===== config.mk =====
export PLATFORM = sky130hd
export DESIGN_NAME = aer_severity_correctable_status
export DESIGN_NICKNAME = d
export VERILOG_FILES = /design/src/aer_pkg.sv /design/src/aer_severity_correctable_status.sv /design/src/sticky_flag_bank.sv /design/src/apb_reg_port.sv
export VERILOG_INCLUDE_DIRS = /design/src
export SDC_FILE = /design/constraint.sdc
export NUM_CORES = 1
export LEC_CHECK = 0
export BUFFER_PORTS_ARGS = -buffer_cell sky130_fd_sc_hd__buf_2
export CORE_UTILIZATION = 49
export DETAILED_ROUTE_END_ITERATION = 10
export GPL_TIMING_DRIVEN = 0
export PLACE_DENSITY_LB_ADDON = 0.1
export SLEW_MARGIN = 20
export SYNTH_ARGS = -nofsm -noshare
export SYNTH_HDL_FRONTEND = slang
export SYNTH_SLANG_ARGS = --single-unit
export TNS_END_PERCENT = 30

===== constraint.sdc =====
create_clock -name clock -period 2.3 [get_ports clock]
set_clock_uncertainty 0.05 [all_clocks]
set_input_delay 0.23 -clock clock [delete_from_list [all_inputs] [get_ports clock]]
set_output_delay 0.23 -clock clock [all_outputs]
set_load 0.05 [all_outputs]

===== src/aer_regs.svh =====
`ifndef AER_REGS_SVH
`define AER_REGS_SVH

// Byte offsets of the register words
`define AER_UE_STATUS_OFF   12'h104
`define AER_UE_MASK_OFF     12'h108
`define AER_UE_SEVERITY_OFF 12'h10c
`define AER_CE_STATUS_OFF   12'h110
`define AER_CE_MASK_OFF     12'h114
`define AER_MEM_CTL_OFF     12'h130
`define AER_IRQ_STATUS_OFF  12'h140
`define AER_IRQ_MASK_OFF    12'h144

// Uncorrectable field positions
`define AER_UE_ECRC_BIT     19
`define AER_UE_UR_BIT       20
`define AER_UE_ACCESS_CONTROL_VIOLATION_BIT     21
`define AER_UE_DBE_BIT      31

// Correctable field positions
`define AER_CE_RCV_BIT      0
`define AER_CE_BAD_PACKET_FLAG_BIT   6
`define AER_CE_BADLINK_BIT  7
`define AER_CE_ROLL_BIT     8
`define AER_CE_RTO_BIT      12
`define AER_CE_ADV_BIT      13
`define AER_CE_SBE_BIT      31

// Memory error control field positions
`define AER_MEM_DBE_EN_BIT  0
`define AER_MEM_SBE_EN_BIT  1

// Interrupt status and mask field positions
`define AER_IRQ_CORR_BIT    0
`define AER_IRQ_NONFATAL_BIT 1
`define AER_IRQ_FATAL_BIT   2

// Implemented bits and reset values
`define AER_UE_IMPL         32'h8038_0000
`define AER_CE_IMPL         32'h8000_31c1
`define AER_MEM_IMPL        32'h0000_0003
`define AER_IRQ_IMPL        32'h0000_0007
`define AER_UE_STATUS_RST   32'h0000_0000
`define AER_UE_MASK_RST     32'h0000_0000
`define AER_UE_SEVERITY_RST 32'h0000_0000
`define AER_CE_STATUS_RST   32'h0000_0000
`define AER_CE_MASK_RST     32'h0000_2000
`define AER_MEM_CTL_RST     32'h0000_0000
`define AER_IRQ_RST         32'h0000_0000

`endif


===== src/aer_pkg.sv =====
package aer_pkg;

   typedef logic [31:0] word_t;
   typedef logic [11:0] addr_t;
   typedef logic [3:0]  strb_t;

   typedef enum logic [3:0] {
      SEL_NONE,
      SEL_UE_STATUS,
      SEL_UE_MASK,
      SEL_UE_SEVERITY,
      SEL_CE_STATUS,
      SEL_CE_MASK,
      SEL_MEM_CTL,
      SEL_IRQ_STATUS,
      SEL_IRQ_MASK
   } reg_sel_t;

endpackage


===== src/aer_severity_correctable_status.sv =====
// The APB register port is this design's own decision.
`timescale 1ns/1ps
`include "aer_regs.svh"

// What this block does
// - Unmasked uncorrectable event reports fatal if severity set, else non-fatal
// - Severity bit 19 selects end-to-end CRC error severity, read-write, resets zero
// - Severity bit 20 selects unsupported request severity, read-write, resets zero
// - Severity bit 21 selects access control violation severity, read-write, resets zero
// - Severity bit 31 for double bit errors; when disabled it reads zero and any write clears it
// - Correctable bit 0 sets on receiver error; writing one clears it
// - Correctable bit 6 sets on bad packet; writing one clears it
// - Correctable bit 7 sets on bad link packet; writing one clears it
// - Correctable bit 8 sets on replay number rollover
// - Correctable bit 12 sets on replay timer expiry
// - Correctable bit 13 sets on advisory non-fatal error
// - Correctable bit 31 sets on memory single bit error when reporting enabled
// - With single bit reporting disabled, bit 31 reads zero and ignores writes
// - Masked uncorrectable event still sets status but is never reported
// - Masked correctable event is not reported to the root complex
module aer_severity_correctable_status (
   // Clock and resets
   input  wire logic           clock,
   input  wire logic           sys_rst,
   input  wire logic           por_rst,
   // APB register port
   input  wire logic           psel,
   input  wire logic           penable,
   input  wire logic           pwrite,
   input  wire aer_pkg::addr_t paddr,
   input  wire aer_pkg::word_t pwdata,
   input  wire aer_pkg::strb_t pstrb,
   output logic                pready,
   output aer_pkg::word_t      prdata,
   output logic                pslverr,
   // Uncorrectable events from port logic
   input  wire logic           ecrcError,
   input  wire logic           unsupportedRequest,
   input  wire logic           accessControlViolation,
   input  wire logic           doubleBitError,
   // Correctable events from port logic
   input  wire logic           receiverError,
   input  wire logic           badPacket,
   input  wire logic           badLinkPacket,
   input  wire logic           replayRollover,
   input  wire logic           replayTimeout,
   input  wire logic           advisoryNonfatal,
   input  wire logic           singleBitError,
   // Reports toward the root complex
   output logic                fatalReport_q,
   output logic                nonfatalReport_q,
   output logic                correctableReport_q,
   // Interrupt
   output logic                irq_q
);
   import aer_pkg::*;

   // Stored words
   word_t    ueSeverity_q;
   word_t    ueMask_q;
   word_t    ceMask_q;
   word_t    memCtl_q;
   word_t    irqMask_q;

   // Flag banks, views and vectors
   word_t    ueStatus;
   word_t    ceStatus;
   word_t    irqStatus;
   word_t    readData;
   word_t    byteMask;
   word_t    w1cBits;
   word_t    ueEvents;
   word_t    ceEvents;
   word_t    ueGate;
   word_t    ceGate;
   word_t    ueSevView;
   word_t    ueMaskView;
   word_t    ceMaskView;
   word_t    ceStatusView;
   word_t    ueReportable;
   word_t    ceReportable;
   word_t    irqSet;
   word_t    ueStatusClr;
   word_t    ceStatusClr;
   word_t    irqStatusClr;

   // Bus decode and gating
   reg_sel_t regSel;
   logic     wrStrobe;
   logic     dbeEnable;
   logic     sbeEnable;
   logic     nonstickyRst;
   logic     fatalNow;
   logic     nonfatalNow;
   logic     correctableNow;

   // Write enables
   logic     wrUeMask;
   logic     wrUeSev;
   logic     wrCeMask;
   logic     wrMemCtl;
   logic     wrIrqMask;

   function automatic reg_sel_t decodeAddr(input addr_t addr);
      case (addr)
         `AER_UE_STATUS_OFF:   decodeAddr = SEL_UE_STATUS;
         `AER_UE_MASK_OFF:     decodeAddr = SEL_UE_MASK;
         `AER_UE_SEVERITY_OFF: decodeAddr = SEL_UE_SEVERITY;
         `AER_CE_STATUS_OFF:   decodeAddr = SEL_CE_STATUS;
         `AER_CE_MASK_OFF:     decodeAddr = SEL_CE_MASK;
         `AER_MEM_CTL_OFF:     decodeAddr = SEL_MEM_CTL;
         `AER_IRQ_STATUS_OFF:  decodeAddr = SEL_IRQ_STATUS;
         `AER_IRQ_MASK_OFF:    decodeAddr = SEL_IRQ_MASK;
         default:              decodeAddr = SEL_NONE;
      endcase
   endfunction

   // Byte-lane merge of a read-write register, limited to its live bits
   function automatic word_t mergeWrite(input word_t cur, input word_t data,
                                        input word_t lanes, input word_t impl);
      mergeWrite = ((cur & ~lanes) | (data & lanes)) & impl;
   endfunction

   function automatic word_t gateBit(input logic en, input int pos);
      gateBit = en ? 32'hffff_ffff : ~(32'h0000_0001 << pos);
   endfunction

   // Power-on also clears everything that is not sticky
   assign nonstickyRst = sys_rst | por_rst;
   assign regSel       = decodeAddr(paddr);
   assign byteMask     = {{8{pstrb[3]}}, {8{pstrb[2]}}, {8{pstrb[1]}}, {8{pstrb[0]}}};
   assign w1cBits      = wrStrobe ? (pwdata & byteMask) : 32'h0000_0000;

   // Closed gates hide bit 31 in severity, both masks and correctable status
   assign dbeEnable = memCtl_q[`AER_MEM_DBE_EN_BIT];
   assign sbeEnable = memCtl_q[`AER_MEM_SBE_EN_BIT];
   assign ueGate    = gateBit(dbeEnable, `AER_UE_DBE_BIT);
   assign ceGate    = gateBit(sbeEnable, `AER_CE_SBE_BIT);

   apb_reg_port u_apb (
      .clock    (clock),
      .sys_rst  (nonstickyRst),
      .psel     (psel),
      .penable  (penable),
      .pwrite   (pwrite),
      .pready   (pready),
      .prdata   (prdata),
      .pslverr  (pslverr),
      .readData (readData),
      .readHit  (regSel != SEL_NONE),
      .wrStrobe (wrStrobe)
   );

   // Memory error control, gates the double and single bit fields
   always_ff @(posedge clock) begin
      if (por_rst) begin
         memCtl_q <= `AER_MEM_CTL_RST;
      end else if (wrMemCtl) begin
         memCtl_q <= mergeWrite(memCtl_q, pwdata, byteMask, `AER_MEM_IMPL);
      end
   end

   // Severity selectors; any write loads zero into bit 31 while double bit reporting is off
   always_ff @(posedge clock) begin
      if (por_rst) begin
         ueSeverity_q <= `AER_UE_SEVERITY_RST;
      end else if (wrUeSev) begin
         ueSeverity_q <= mergeWrite(ueSeverity_q, pwdata, byteMask, `AER_UE_IMPL & ueGate);
      end
   end

   always_ff @(posedge clock) begin
      if (por_rst) begin
         ueMask_q <= `AER_UE_MASK_RST;
      end else if (wrUeMask) begin
         ueMask_q <= mergeWrite(ueMask_q, pwdata, byteMask, `AER_UE_IMPL & ueGate);
      end
   end

   always_ff @(posedge clock) begin
      if (por_rst) begin
         ceMask_q <= `AER_CE_MASK_RST;
      end else if (wrCeMask) begin
         ceMask_q <= mergeWrite(ceMask_q, pwdata, byteMask, `AER_CE_IMPL & ceGate);
      end
   end

   // Held value is hidden while a gate is closed; a write to the register then clears bit 31
   assign ueSevView  = ueSeverity_q & ueGate;
   assign ueMaskView = ueMask_q & ueGate;
   assign ceMaskView = ceMask_q & ceGate;

   always_comb begin
      ueEvents = 32'h0000_0000;
      ueEvents[`AER_UE_ECRC_BIT] = ecrcError;
      ueEvents[`AER_UE_UR_BIT]   = unsupportedRequest;
      ueEvents[`AER_UE_ACCESS_CONTROL_VIOLATION_BIT] = accessControlViolation;
      ueEvents[`AER_UE_DBE_BIT]  = doubleBitError & dbeEnable;
   end

   always_comb begin
      ceEvents = 32'h0000_0000;
      ceEvents[`AER_CE_RCV_BIT]     = receiverError;
      ceEvents[`AER_CE_BAD_PACKET_FLAG_BIT]  = badPacket;
      ceEvents[`AER_CE_BADLINK_BIT] = badLinkPacket;
      ceEvents[`AER_CE_ROLL_BIT]    = replayRollover;
      ceEvents[`AER_CE_RTO_BIT]     = replayTimeout;
      ceEvents[`AER_CE_ADV_BIT]     = advisoryNonfatal;
      ceEvents[`AER_CE_SBE_BIT]     = singleBitError & sbeEnable;
   end

   // One write enable per read-write register word, decoded once
   always_comb begin
      wrUeMask  = 1'b0;
      wrUeSev   = 1'b0;
      wrCeMask  = 1'b0;
      wrMemCtl  = 1'b0;
      wrIrqMask = 1'b0;
      if (wrStrobe) begin
         case (regSel)
            SEL_UE_MASK:     wrUeMask  = 1'b1;
            SEL_UE_SEVERITY: wrUeSev   = 1'b1;
            SEL_CE_MASK:     wrCeMask  = 1'b1;
            SEL_MEM_CTL:     wrMemCtl  = 1'b1;
            SEL_IRQ_MASK:    wrIrqMask = 1'b1;
            default:         wrUeMask  = 1'b0;
         endcase
      end
   end

   // Write-one-to-clear reaches only the addressed status word
   always_comb begin
      ueStatusClr  = 32'h0000_0000;
      ceStatusClr  = 32'h0000_0000;
      irqStatusClr = 32'h0000_0000;
      case (regSel)
         SEL_UE_STATUS:  ueStatusClr  = w1cBits;
         SEL_CE_STATUS:  ceStatusClr  = w1cBits;
         SEL_IRQ_STATUS: irqStatusClr = w1cBits;
         default:        irqStatusClr = 32'h0000_0000;
      endcase
   end

   // Status is recorded whether or not the event is masked
   sticky_flag_bank #(
      .WIDTH     (32),
      .RESET_VAL (`AER_UE_STATUS_RST),
      .IMPL      (`AER_UE_IMPL)
   ) u_ue_status (
      .clock   (clock),
      .rst     (por_rst),
      .setVec  (ueEvents),
      .clrVec  (ueStatusClr),
      .flags_q (ueStatus)
   );

   sticky_flag_bank #(
      .WIDTH     (32),
      .RESET_VAL (`AER_CE_STATUS_RST),
      .IMPL      (`AER_CE_IMPL)
   ) u_ce_status (
      .clock   (clock),
      .rst     (por_rst),
      .setVec  (ceEvents),
      .clrVec  (ceStatusClr & ceGate),
      .flags_q (ceStatus)
   );

   assign ceStatusView = ceStatus & ceGate;

   // Reporting acts on the event level in each cycle, not the held status
   assign ueReportable   = ueEvents & ~ueMaskView;
   assign ceReportable   = ceEvents & ~ceMaskView;
   assign fatalNow       = |(ueReportable & ueSevView);
   assign nonfatalNow    = |(ueReportable & ~ueSevView);
   assign correctableNow = |ceReportable;

   // Report pulses, one cycle after the event
   always_ff @(posedge clock) begin
      if (nonstickyRst) begin
         fatalReport_q       <= 1'b0;
         nonfatalReport_q    <= 1'b0;
         correctableReport_q <= 1'b0;
      end else begin
         fatalReport_q       <= fatalNow;
         nonfatalReport_q    <= nonfatalNow;
         correctableReport_q <= correctableNow;
      end
   end

   // Interrupt causes, one per report class
   always_comb begin
      irqSet = 32'h0000_0000;
      irqSet[`AER_IRQ_CORR_BIT]     = correctableNow;
      irqSet[`AER_IRQ_NONFATAL_BIT] = nonfatalNow;
      irqSet[`AER_IRQ_FATAL_BIT]    = fatalNow;
   end

   // Set wins, so a cause during its clear is kept
   sticky_flag_bank #(
      .WIDTH     (32),
      .RESET_VAL (`AER_IRQ_RST),
      .IMPL      (`AER_IRQ_IMPL)
   ) u_irq_status (
      .clock   (clock),
      .rst     (nonstickyRst),
      .setVec  (irqSet),
      .clrVec  (irqStatusClr),
      .flags_q (irqStatus)
   );

   always_ff @(posedge clock) begin
      if (nonstickyRst) begin
         irqMask_q <= `AER_IRQ_RST;
      end else if (wrIrqMask) begin
         irqMask_q <= mergeWrite(irqMask_q, pwdata, byteMask, `AER_IRQ_IMPL);
      end
   end

   // Registered so the pin never glitches; lags status by one cycle
   always_ff @(posedge clock) begin
      if (nonstickyRst) begin
         irq_q <= 1'b0;
      end else begin
         irq_q <= |(irqStatus & irqMask_q);
      end
   end

   // Unimplemented bits are already zero in every stored word
   always_comb begin
      case (regSel)
         SEL_UE_STATUS:   readData = ueStatus;
         SEL_UE_MASK:     readData = ueMaskView;
         SEL_UE_SEVERITY: readData = ueSevView;
         SEL_CE_STATUS:   readData = ceStatusView;
         SEL_CE_MASK:     readData = ceMaskView;
         SEL_MEM_CTL:     readData = memCtl_q;
         SEL_IRQ_STATUS:  readData = irqStatus;
         SEL_IRQ_MASK:    readData = irqMask_q;
         default:         readData = 32'h0000_0000;
      endcase
   end

endmodule


===== src/sticky_flag_bank.sv =====
`timescale 1ns/1ps
module sticky_flag_bank #(
   parameter int          WIDTH     = 32,
   parameter logic [31:0] RESET_VAL = 32'h0000_0000,
   parameter logic [31:0] IMPL      = 32'hffff_ffff
) (
   // Clock and reset
   input  wire logic             clock,
   input  wire logic             rst,
   // Event and clear vectors
   input  wire logic [WIDTH-1:0] setVec,
   input  wire logic [WIDTH-1:0] clrVec,
   // Flag state
   output logic      [WIDTH-1:0] flags_q
);

   // Set beats clear so an event in the clearing cycle is kept
   function automatic logic [WIDTH-1:0] nextFlags(input logic [WIDTH-1:0] cur,
                                                  input logic [WIDTH-1:0] set,
                                                  input logic [WIDTH-1:0] clr);
      nextFlags = (cur & ~clr) | set;
   endfunction

   always_ff @(posedge clock) begin
      if (rst) begin
         flags_q <= RESET_VAL[WIDTH-1:0];
      end else begin
         flags_q <= nextFlags(flags_q, setVec, clrVec) & IMPL[WIDTH-1:0];
      end
   end

endmodule


===== src/apb_reg_port.sv =====
`timescale 1ns/1ps
module apb_reg_port (
   // Clock and reset
   input  wire logic          clock,
   input  wire logic          sys_rst,
   // APB slave side
   input  wire logic          psel,
   input  wire logic          penable,
   input  wire logic          pwrite,
   output logic               pready,
   output aer_pkg::word_t     prdata,
   output logic               pslverr,
   // Register file side
   input  wire aer_pkg::word_t readData,
   input  wire logic          readHit,
   output logic               wrStrobe
);
   import aer_pkg::*;

   logic accessPhase;

   assign accessPhase = psel & penable;
   // Writes land only on the completing edge of the access phase
   assign wrStrobe    = accessPhase & pready & pwrite;

   // One wait state, so read data is captured from stable address
   always_ff @(posedge clock) begin
      if (sys_rst) begin
         pready <= 1'b0;
      end else begin
         pready <= accessPhase & ~pready;
      end
   end

   always_ff @(posedge clock) begin
      if (sys_rst) begin
         prdata  <= 32'h0000_0000;
         pslverr <= 1'b0;
      end else if (accessPhase & ~pready) begin
         prdata  <= pwrite ? 32'h0000_0000 : readData;
         pslverr <= ~readHit;
      end else begin
         prdata  <= 32'h0000_0000;
         pslverr <= 1'b0;
      end
   end

endmodule


==> results.cfg, run 1 <==
[outcome]
status = complete, no violations

[drt]
routed_wirelength_um = 6930
drt_iter0_drc = 230
vias = 2521
dr.pass1.iters = 4
routedWlPerCell_um = 14.7
drc_errors = 0
routed_via_density = 5.36
drtAntennaViolNets = 0

[run]
maxCapViolCount = 0

[placement]
portBuffers = 60
place.gp.congestion = 0.871
post-dp-hpwl_um = 5320

[global_route]
grt_pass1_wl_um = 10800
grt_antenna_before_repair = 0
grt_use_total = 0.235
overflow = 0
grt_pass1_vias = 2193
grt_max_degree = 16

[sta]
report.final.slew_viol_count = 0
finalSetupViolations = 0
worst_pin_slew_ns = 0.661
finalCritPeriodShare = 0.821
hold_viol = 0
max_freq_ghz = 0.530
layout_min_cycle_time_ns = 1.89
rsz0062_at_grt = no
maxSlewHeadroom = 0.558
setup_tns_ns = 0

[worst_setup_path]
start_kind = flip-flop
crit_slowest_cell = or4_1
worstPathCellList = and4_1 -> nand3_1 -> or4_1 -> o21ai_1
worst_ep_arrival_time_ns = 2.08
crit_required_ns = 2.49
cp-end-kind = flip-flop
critPathMaxStageDelay_ns = 0.64
cp_top_family = simple AND/OR/NAND/NOR gates
worst-path-buf-inv = 0
crit_type = reg -> reg
cp_max_fo = 8

[clocking]
cts.sinks = 52
clk_pin_slew_worst_paths_ns = 0.10
postCtsSetupBuffers = 0
cts_buffers = 5
insertion_delay_ns = 0.31
cts_max_path_buffers = 2
cts_hold_buf = 0
cts-root-buf = clkbuf_8
cts_tree = done
ctsResizeCount = 0
htree_levels = 2

[floorplanning]
die-width_um = 76.2
fp.coreArea_mm2 = 0.00520
start_util = 0.519
die-area_mm2 = 0.00581
rows = 26
io_pins = 103
die_y_um = 76.2

[logic_synthesis]
yosys.area.top_type = dfxtp_1
async_flop_share = 0
syn_area_mm2 = 0.00270
synth_flop_cell = dfxtp_1
synth_cell_types = 53
netlist_instances = 313
synth_area_leaders = dfxtp_1 39%, buf_4 6.1%, mux2i_1 5.2%
synth_edf_count = 0
ys_warn_count = 0
ys_seq_area_frac = 0.386
synth_top_area_frac = 0.386
synth.avg_cell_area_um2 = 8.62
ys_ff_latch = 52

[finish]
fillCellCount = 492
post-route-util = 0.625
drive_above_1_share = 0.278
layout.nets = 464
area.sequential_mm2 = 0.00104
n_antenna_cell = 0
areaGrowthSynthToFinish_pct = 20.4
multi_input_area_mm2 = 0.00145

[power_and_ir_drop]
peakVddDrop_uv = 294
power.leakage_uw = 0.00131
power_uw = 1750
p_per_area_mw_per_mm2 = 537

[worst_hold_path]
hold_path_class = in -> reg
-- synthesized netlist by cell type (3+ instances only) --
| cell type | instances |
|---|---|
| o31ai_1 | 3 |
| inv_1 | 11 |
| dfxtp_1 | 52 |
| nand2_1 | 12 |
| nand3b_1 | 4 |
| nand2b_1 | 16 |
| nor3b_1 | 3 |
| mux2i_1 | 14 |
| nand3_1 | 5 |
| a21oi_1 | 22 |
| buf_2 | 6 |
| and2_1 | 3 |
| nor2_1 | 22 |
| a41oi_1 | 3 |
| a31o_2 | 3 |
| buf_4 | 22 |
| a211oi_1 | 3 |
| nor3_1 | 11 |
| clkbuf_1 | 10 |
| nand4_1 | 21 |
| o21ai_0 | 17 |
| a22oi_1 | 5 |
| nor2b_1 | 5 |
-- final timing paths --
| path | startpoint | to | slack, ns | cells past startpoint |
|---|---|---|---|---|
| max | u_apb.pready | ueSeverity_q[31] | 0.41 | 4 |
| max reg2reg | u_apb.pready | ueSeverity_q[31] | 0.41 | 4 |
| min | replayTimeout | u_ce_status.flags_q[12] | 0.13 | 3 |
| min reg2reg | u_ue_status.flags_q[31] | u_ue_status.flags_q[31] | 0.43 | 2 |
-- worst reg2reg max path, cell delays in order, from the launching register on --
cell and delay [ns]:
dfxtp_1 0.37, and4_1 0.34, nand3_1 0.28, or4_1 0.64, o21ai_1 0.13
-- per-layer routing --
layer  up-vias  track usage  part of all wire
met4         0       0.0519            0.0074
met3         5       0.0431             0.067
met2        86        0.359              0.43
met1      1148        0.341              0.49
li1       1282            -                 -
met5         -            0                 0
-- layout by cell type (no fill, tap or decap), types with 6 or more instances in the layout --
cell type	synthesis	layout
buf_2	6	66
dfxtp_1	52	52
nor2_1	22	22
a21oi_1	22	22
buf_4	22	22
nand4_1	21	21
conb_1	1	20
o21ai_0	17	17
nand2b_1	16	16
mux2i_1	14	14
nand2_1	12	12
inv_1	11	11
nor3_1	11	11
clkbuf_1	10	10
clkbuf_8	0	6
-- stage by stage --
stage	std cells	instance area, um2	hold WS (ns)	worst slack [ns]
after floorplan	332	2770	0.323	0.348
after global routing	470	3250	0.126	0.266
after CTS	470	3250	0.125	0.425
final	470	3250	0.125	0.412
after detailed placement	462	3160	0.416	0.166
after global placement	462	3160	0.411	0.217
-- power by group --
| group | internal (uW) | switching, uW | total, uW |
|---|---|---|---|
| sequential | 916 | 8.28 | 925 |
| combinational | 92.2 | 188 | 281 |
| clock | 241 | 301 | 542 |
-- area by class of cell --
type | count | area share
Tap cell | 70 | 0.0269
Clock buffer | 6 | 0.0254
Timing Repair Buffer | 60 | 0.0924
Multi-Input combinational cell | 230 | 0.446
Buffer | 39 | 0.0727
Clock inverter | 2 | 0.00308
Inverter | 11 | 0.0127
Sequential cell | 52 | 0.320
-- cells by family after synthesis --
family / after synthesis / synth area share
AND/OR/NAND/NOR: 124 / 0.285
buffers and inverters: 50 / 0.103
multiplexers: 15 / 0.0561
AO/OA/AOI/OAI: 71 / 0.169
other: 1 / 0.00139
flip-flops: 52 / 0.386
Power figures use the tool's default switching activity.
==> run 2: changes to the inputs <==
==> constraint.sdc (replaced) <==
create_clock -name clock -period 1.8 [get_ports clock]
set_clock_uncertainty 0.05 [all_clocks]
set_input_delay 0.18 -clock clock [delete_from_list [all_inputs] [get_ports clock]]
set_output_delay 0.18 -clock clock [all_outputs]
set_load 0.05 [all_outputs]
==> run 2 against run 1 <==
- combinational power is 30% higher
- global-route usage is 0.53 points higher
- worst hold slack got worse by 0.050 ns
- worst setup slack worse by 0.39 ns
- critical path type is now in -> reg
- via count rose by 1.7%
- critical endpoint is now u_apb.prdata[19]
- largest power group unchanged
==> results.cfg, run 2 (synthesized netlist as in run 1, its figures left out) <==
[drt]
routed_wirelength_um = 7130
dr.pass1.iters = 4
drt_iter0_drc = 269
routed_via_density = 5.45
drc_errors = 0
vias = 2563
routedWlPerCell_um = 15.2
drtAntennaViolNets = 0

[finish]
final_cell_mix = 66 x buf_2, 51 x dfxtp_1, 22 x a21oi_1, 22 x buf_4
stdcell_count = 470
drive_above_1_share = 0.293
multi_input_area_mm2 = 0.00148
final_common_cell = buf_2
fillCellCount = 501
areaGrowthSynthToFinish_pct = 21.6
area.sequential_mm2 = 0.00104
n_antenna_cell = 0
post-route-util = 0.630
final_cell_area_mm2 = 0.00328
layout.nets = 464

[floorplanning]
io_pins = 103
rows = 26
fp.coreArea_mm2 = 0.00520
die-area_mm2 = 0.00581
start_util = 0.519
die_y_um = 76.2
die-width_um = 76.2

[worst_setup_path]
cp-end-kind = flip-flop
crit_type = in -> reg
crit_required_ns = 1.98
rrSetupSlack_ns = 0.11
worst_ep_arrival_time_ns = 1.96
start_kind = primary input
cp_max_fo = 10

[global_route]
grt_max_degree = 16
grt_pass1_vias = 2252
grt_pass1_wl_um = 11100
grt_use_total = 0.240
overflow = 0
grt_antenna_before_repair = 0

[placement]
post-dp-hpwl_um = 5380
placedCellCount = 462
portBuffers = 60
dpl_cell_area_mm2 = 0.00316
place.gp.congestion = 0.865

[clocking]
cts-root-buf = clkbuf_8
cts.sinks = 52
cts_hold_buf = 0
insertion_delay_ns = 0.31
clk_pin_slew_worst_paths_ns = 0.09
cts_buffers = 5
cts_max_path_buffers = 2
htree_levels = 2
cts_tree = done
postCtsSetupBuffers = 0

[sta]
maxSlewHeadroom = 0.602
layout_min_cycle_time_ns = 1.77
finalCritPeriodShare = 0.986
hold_viol = 0
worst_pin_slew_ns = 0.597
max_freq_ghz = 0.564
finalSetupViolations = 0
report.final.slew_viol_count = 0
rsz0062_at_grt = yes

[power_and_ir_drop]
power.leakage_uw = 0.00132
p_per_area_mw_per_mm2 = 684
peakVddDrop_uv = 518

[worst_hold_path]
hold_path_class = in -> reg

[outcome]
status = complete, no violations

[run]
maxCapViolCount = 0
run 2: per-layer routing:
layer	vias up	share of wire	wire [um]	global-route usage
met3	3	0.074	525	0.0539
met4	0	0.0035	25	0.0558
met2	100	0.45	3200	0.365
met5	-	0	0	0
li1	1280	-	-	-
met1	1180	0.47	3380	0.344
run 2: final cells by class:
cell class	instances	area share
multi-input combinational	230	0.450
tap	70	0.0267
timing repair buffer	60	0.0915
sequential	52	0.318
clock buffer	6	0.0252
clock inverter	2	0.00305
buffer	39	0.0728
inverter	11	0.0126
run 2: worst paths after layout:
check / from / endpoint / cells after the start
hold / removal: advisoryNonfatal / u_ce_status.flags_q[13] / 3
hold reg to reg: u_apb.pready / u_apb.pready / 1
setup reg to reg: u_apb.pready / ueSeverity_q[31] / 5
setup / recovery: paddr[4] / u_apb.prdata[19] / 7
run 2: worst max-delay path, stage by stage:
cell,delay [ns]
buf_2,0.09
clkbuf_1,0.32
or4b_1,0.47
o41ai_1,0.10
o2111ai_1,0.29
buf_2,0.29
nor3_1,0.21
run 2: power breakdown:
group	total, uW	internal, uW	switching [uW]
combinational	364	120	244
clock	697	308	389
sequential	1180	1170	10.9
total	2240	1600	645
run 2: what timing repair did:
action                                  CTS  global route
pin swaps                                 0             1
resized for setup                         1             9
endpoints found under the setup margin    2            23
run 2: stage by stage:
stage / setup TNS, ns / power, uW / hold slack (ns) / setup WS (ns)
after floorplan: 0 / 1460 / 0.266 / 0.0378
after global placement: -5.60 / 1560 / 0.391 / -0.239
after detailed placement: -6.13 / 1560 / 0.394 / -0.274
after CTS: 0 / 2240 / 0.0734 / 0.0275
after global routing: -0.231 / 2330 / 0.0783 / -0.0628
final: 0 / 2240 / 0.0754 / 0.0258
==> run 3: changes to the inputs <==
--- a/config.mk
+++ b/config.mk
@@ -10,7 +10,7 @@
 export CORE_UTILIZATION = 49
 export DETAILED_ROUTE_END_ITERATION = 10
 export GPL_TIMING_DRIVEN = 0
-export PLACE_DENSITY_LB_ADDON = 0.1
+export PLACE_DENSITY = 0.86
 export SLEW_MARGIN = 20
 export SYNTH_ARGS = -nofsm -noshare
 export SYNTH_HDL_FRONTEND = slang
==> run 3 against run 2 <==
- first-iteration DRC count grew 3.7%
- via count grew 2.3%
- sequential power is essentially flat
- critical path depth shrank 1
- non-clock buffer count is the same
- core utilization grew 0.096 points
- die area is the same
- register-to-register slack lost 0.02 ns
- sequential share of layout area is essentially flat
- total power grew 4.3%
- critical path type unchanged
- largest cell class unchanged
==> results.cfg, run 3 (synthesized netlist as in run 1, its figures left out) <==
[worst_setup_path]
rrSetupSlack_ns = 0.09
cp-end-kind = flip-flop
crit_type = in -> reg
timing.rr.start = u_apb.pready
ff2ff_path_depth = 4
crit_path_start = paddr[7]
worst_ep_arrival_time_ns = 1.91
cp_max_fo = 8
start_kind = primary input
crit_required_ns = 1.99
r2r-end = ueMask_q[31]

[clocking]
cts-root-buf = clkbuf_8
cts_tree = done
insertion_delay_ns = 0.31
htree_levels = 2
cts_buffers = 5
postCtsSetupBuffers = 0
clk_pin_slew_worst_paths_ns = 0.10
cts.sinks = 52
cts_max_path_buffers = 2

[drt]
highest_layer = met4
drc_errors = 0
routed_via_density = 5.58
vias = 2623
wl_met3_um = 556
m1WireLength_um = 3160
routed_wirelength_um = 6990
routedWlPerCell_um = 14.9
drt_iter0_drc = 279
wl_met2_um = 3170
dr.pass1.iters = 5
drtAntennaViolNets = 0

[sta]
layout_min_cycle_time_ns = 1.72
report.final.slew_viol_count = 0
hold_viol = 0
finalSetupViolations = 0
finalHoldWorstSlack_ns = 0.0807
rsz0062_at_grt = yes
worst_pin_slew_ns = 0.611
finalCritPeriodShare = 0.955
max_freq_ghz = 0.582
maxSlewHeadroom = 0.592

[floorplanning]
io_pins = 103
die_y_um = 76.2
start_util = 0.519
fp.coreArea_mm2 = 0.00520
die-width_um = 76.2
die-area_mm2 = 0.00581
rows = 26

[power_and_ir_drop]
p_per_area_mw_per_mm2 = 712
peakVddDrop_uv = 360
power_uw = 2340
power.leakage_uw = 0.00132

[finish]
stdcell_count = 470
layout.nets = 464
multi_input_area_mm2 = 0.00147
n_antenna_cell = 0
drive_above_1_share = 0.293
fillCellCount = 449
areaGrowthSynthToFinish_pct = 21.7
final_common_cell = buf_2
area.sequential_mm2 = 0.00104
final_cell_mix = 66 x buf_2, 51 x dfxtp_1, 22 x a21oi_1, 22 x buf_4

[global_route]
overflow = 0
grt_pass1_wl_um = 11100
grt_antenna_before_repair = 0
grt_pass1_vias = 2249
grt_max_degree = 16
grt_use_total = 0.238

[placement]
portBuffers = 60
placedCellCount = 462
place.gp.congestion = 0.888
post-dp-hpwl_um = 5300

[worst_hold_path]
hold_path_class = in -> reg

[outcome]
status = complete, no violations

[run]
maxCapViolCount = 0
-- run 3: critical path, stage by stage --
cell	delay [ns]
buf_2	0.15
or4b_4	0.52
nor4_4	0.50
and3_1	0.24
buf_4	0.13
mux2i_1	0.19
-- run 3: layout make-up --
type	count	area share
Inverter	11	0.0126
Tap cell	70	0.0267
Clock buffer	6	0.0221
Timing Repair Buffer	60	0.0914
Sequential cell	52	0.317
Buffer	39	0.0727
Clock inverter	2	0.0107
Multi-Input combinational cell	230	0.447
-- run 3: where the power goes --
group          internal [uW]  total, uW  switching [uW]
Combinational            119        362             243
Sequential              1170       1180            10.9
Clock                    413        796             383
-- run 3: how the worst min path moves through the flow --
| stage | from | to | slack [ns] | cells after the start |
|---|---|---|---|---|
| after global routing | replayRollover | u_ce_status.flags_q[8] | 0.09 | 3 |
| final | advisoryNonfatal | u_ce_status.flags_q[13] | 0.08 | 3 |
| after floorplan | penable | u_apb.pready | 0.27 | 2 |
| after CTS | advisoryNonfatal | u_ce_status.flags_q[13] | 0.08 | 3 |
| after global placement | advisoryNonfatal | u_ce_status.flags_q[13] | 0.39 | 3 |
| after detailed placement | advisoryNonfatal | u_ce_status.flags_q[13] | 0.39 | 3 |
-- run 3: per-stage QoR --
step                       util  TNS (ns)  setup WS (ns)  instance area (um2)
after global routing      0.631   -0.0176        -0.0176                 3290
final                     0.631         0         0.0816                 3290
after floorplan               -         0         0.0378                 2770
after global placement    0.607     -4.53         -0.216                 3160
after detailed placement  0.607     -5.73         -0.261                 3160
after CTS                 0.629         0         0.0153                 3270
-- run 3: repair_timing --
item,4_1_cts,5_1_grt
hold buffers,0,0
setup endpoints to repair,2,20
pin swaps,0,3
endpoints found under the hold margin,0,0
resized for setup,1,9
-- run 3: routing by layer --
metal	vias up	track usage
li1	1286	-
met1	1193	0.333
met2	134	0.372
met3	10	0.0371
met4	0	0.0769
met5	-	0
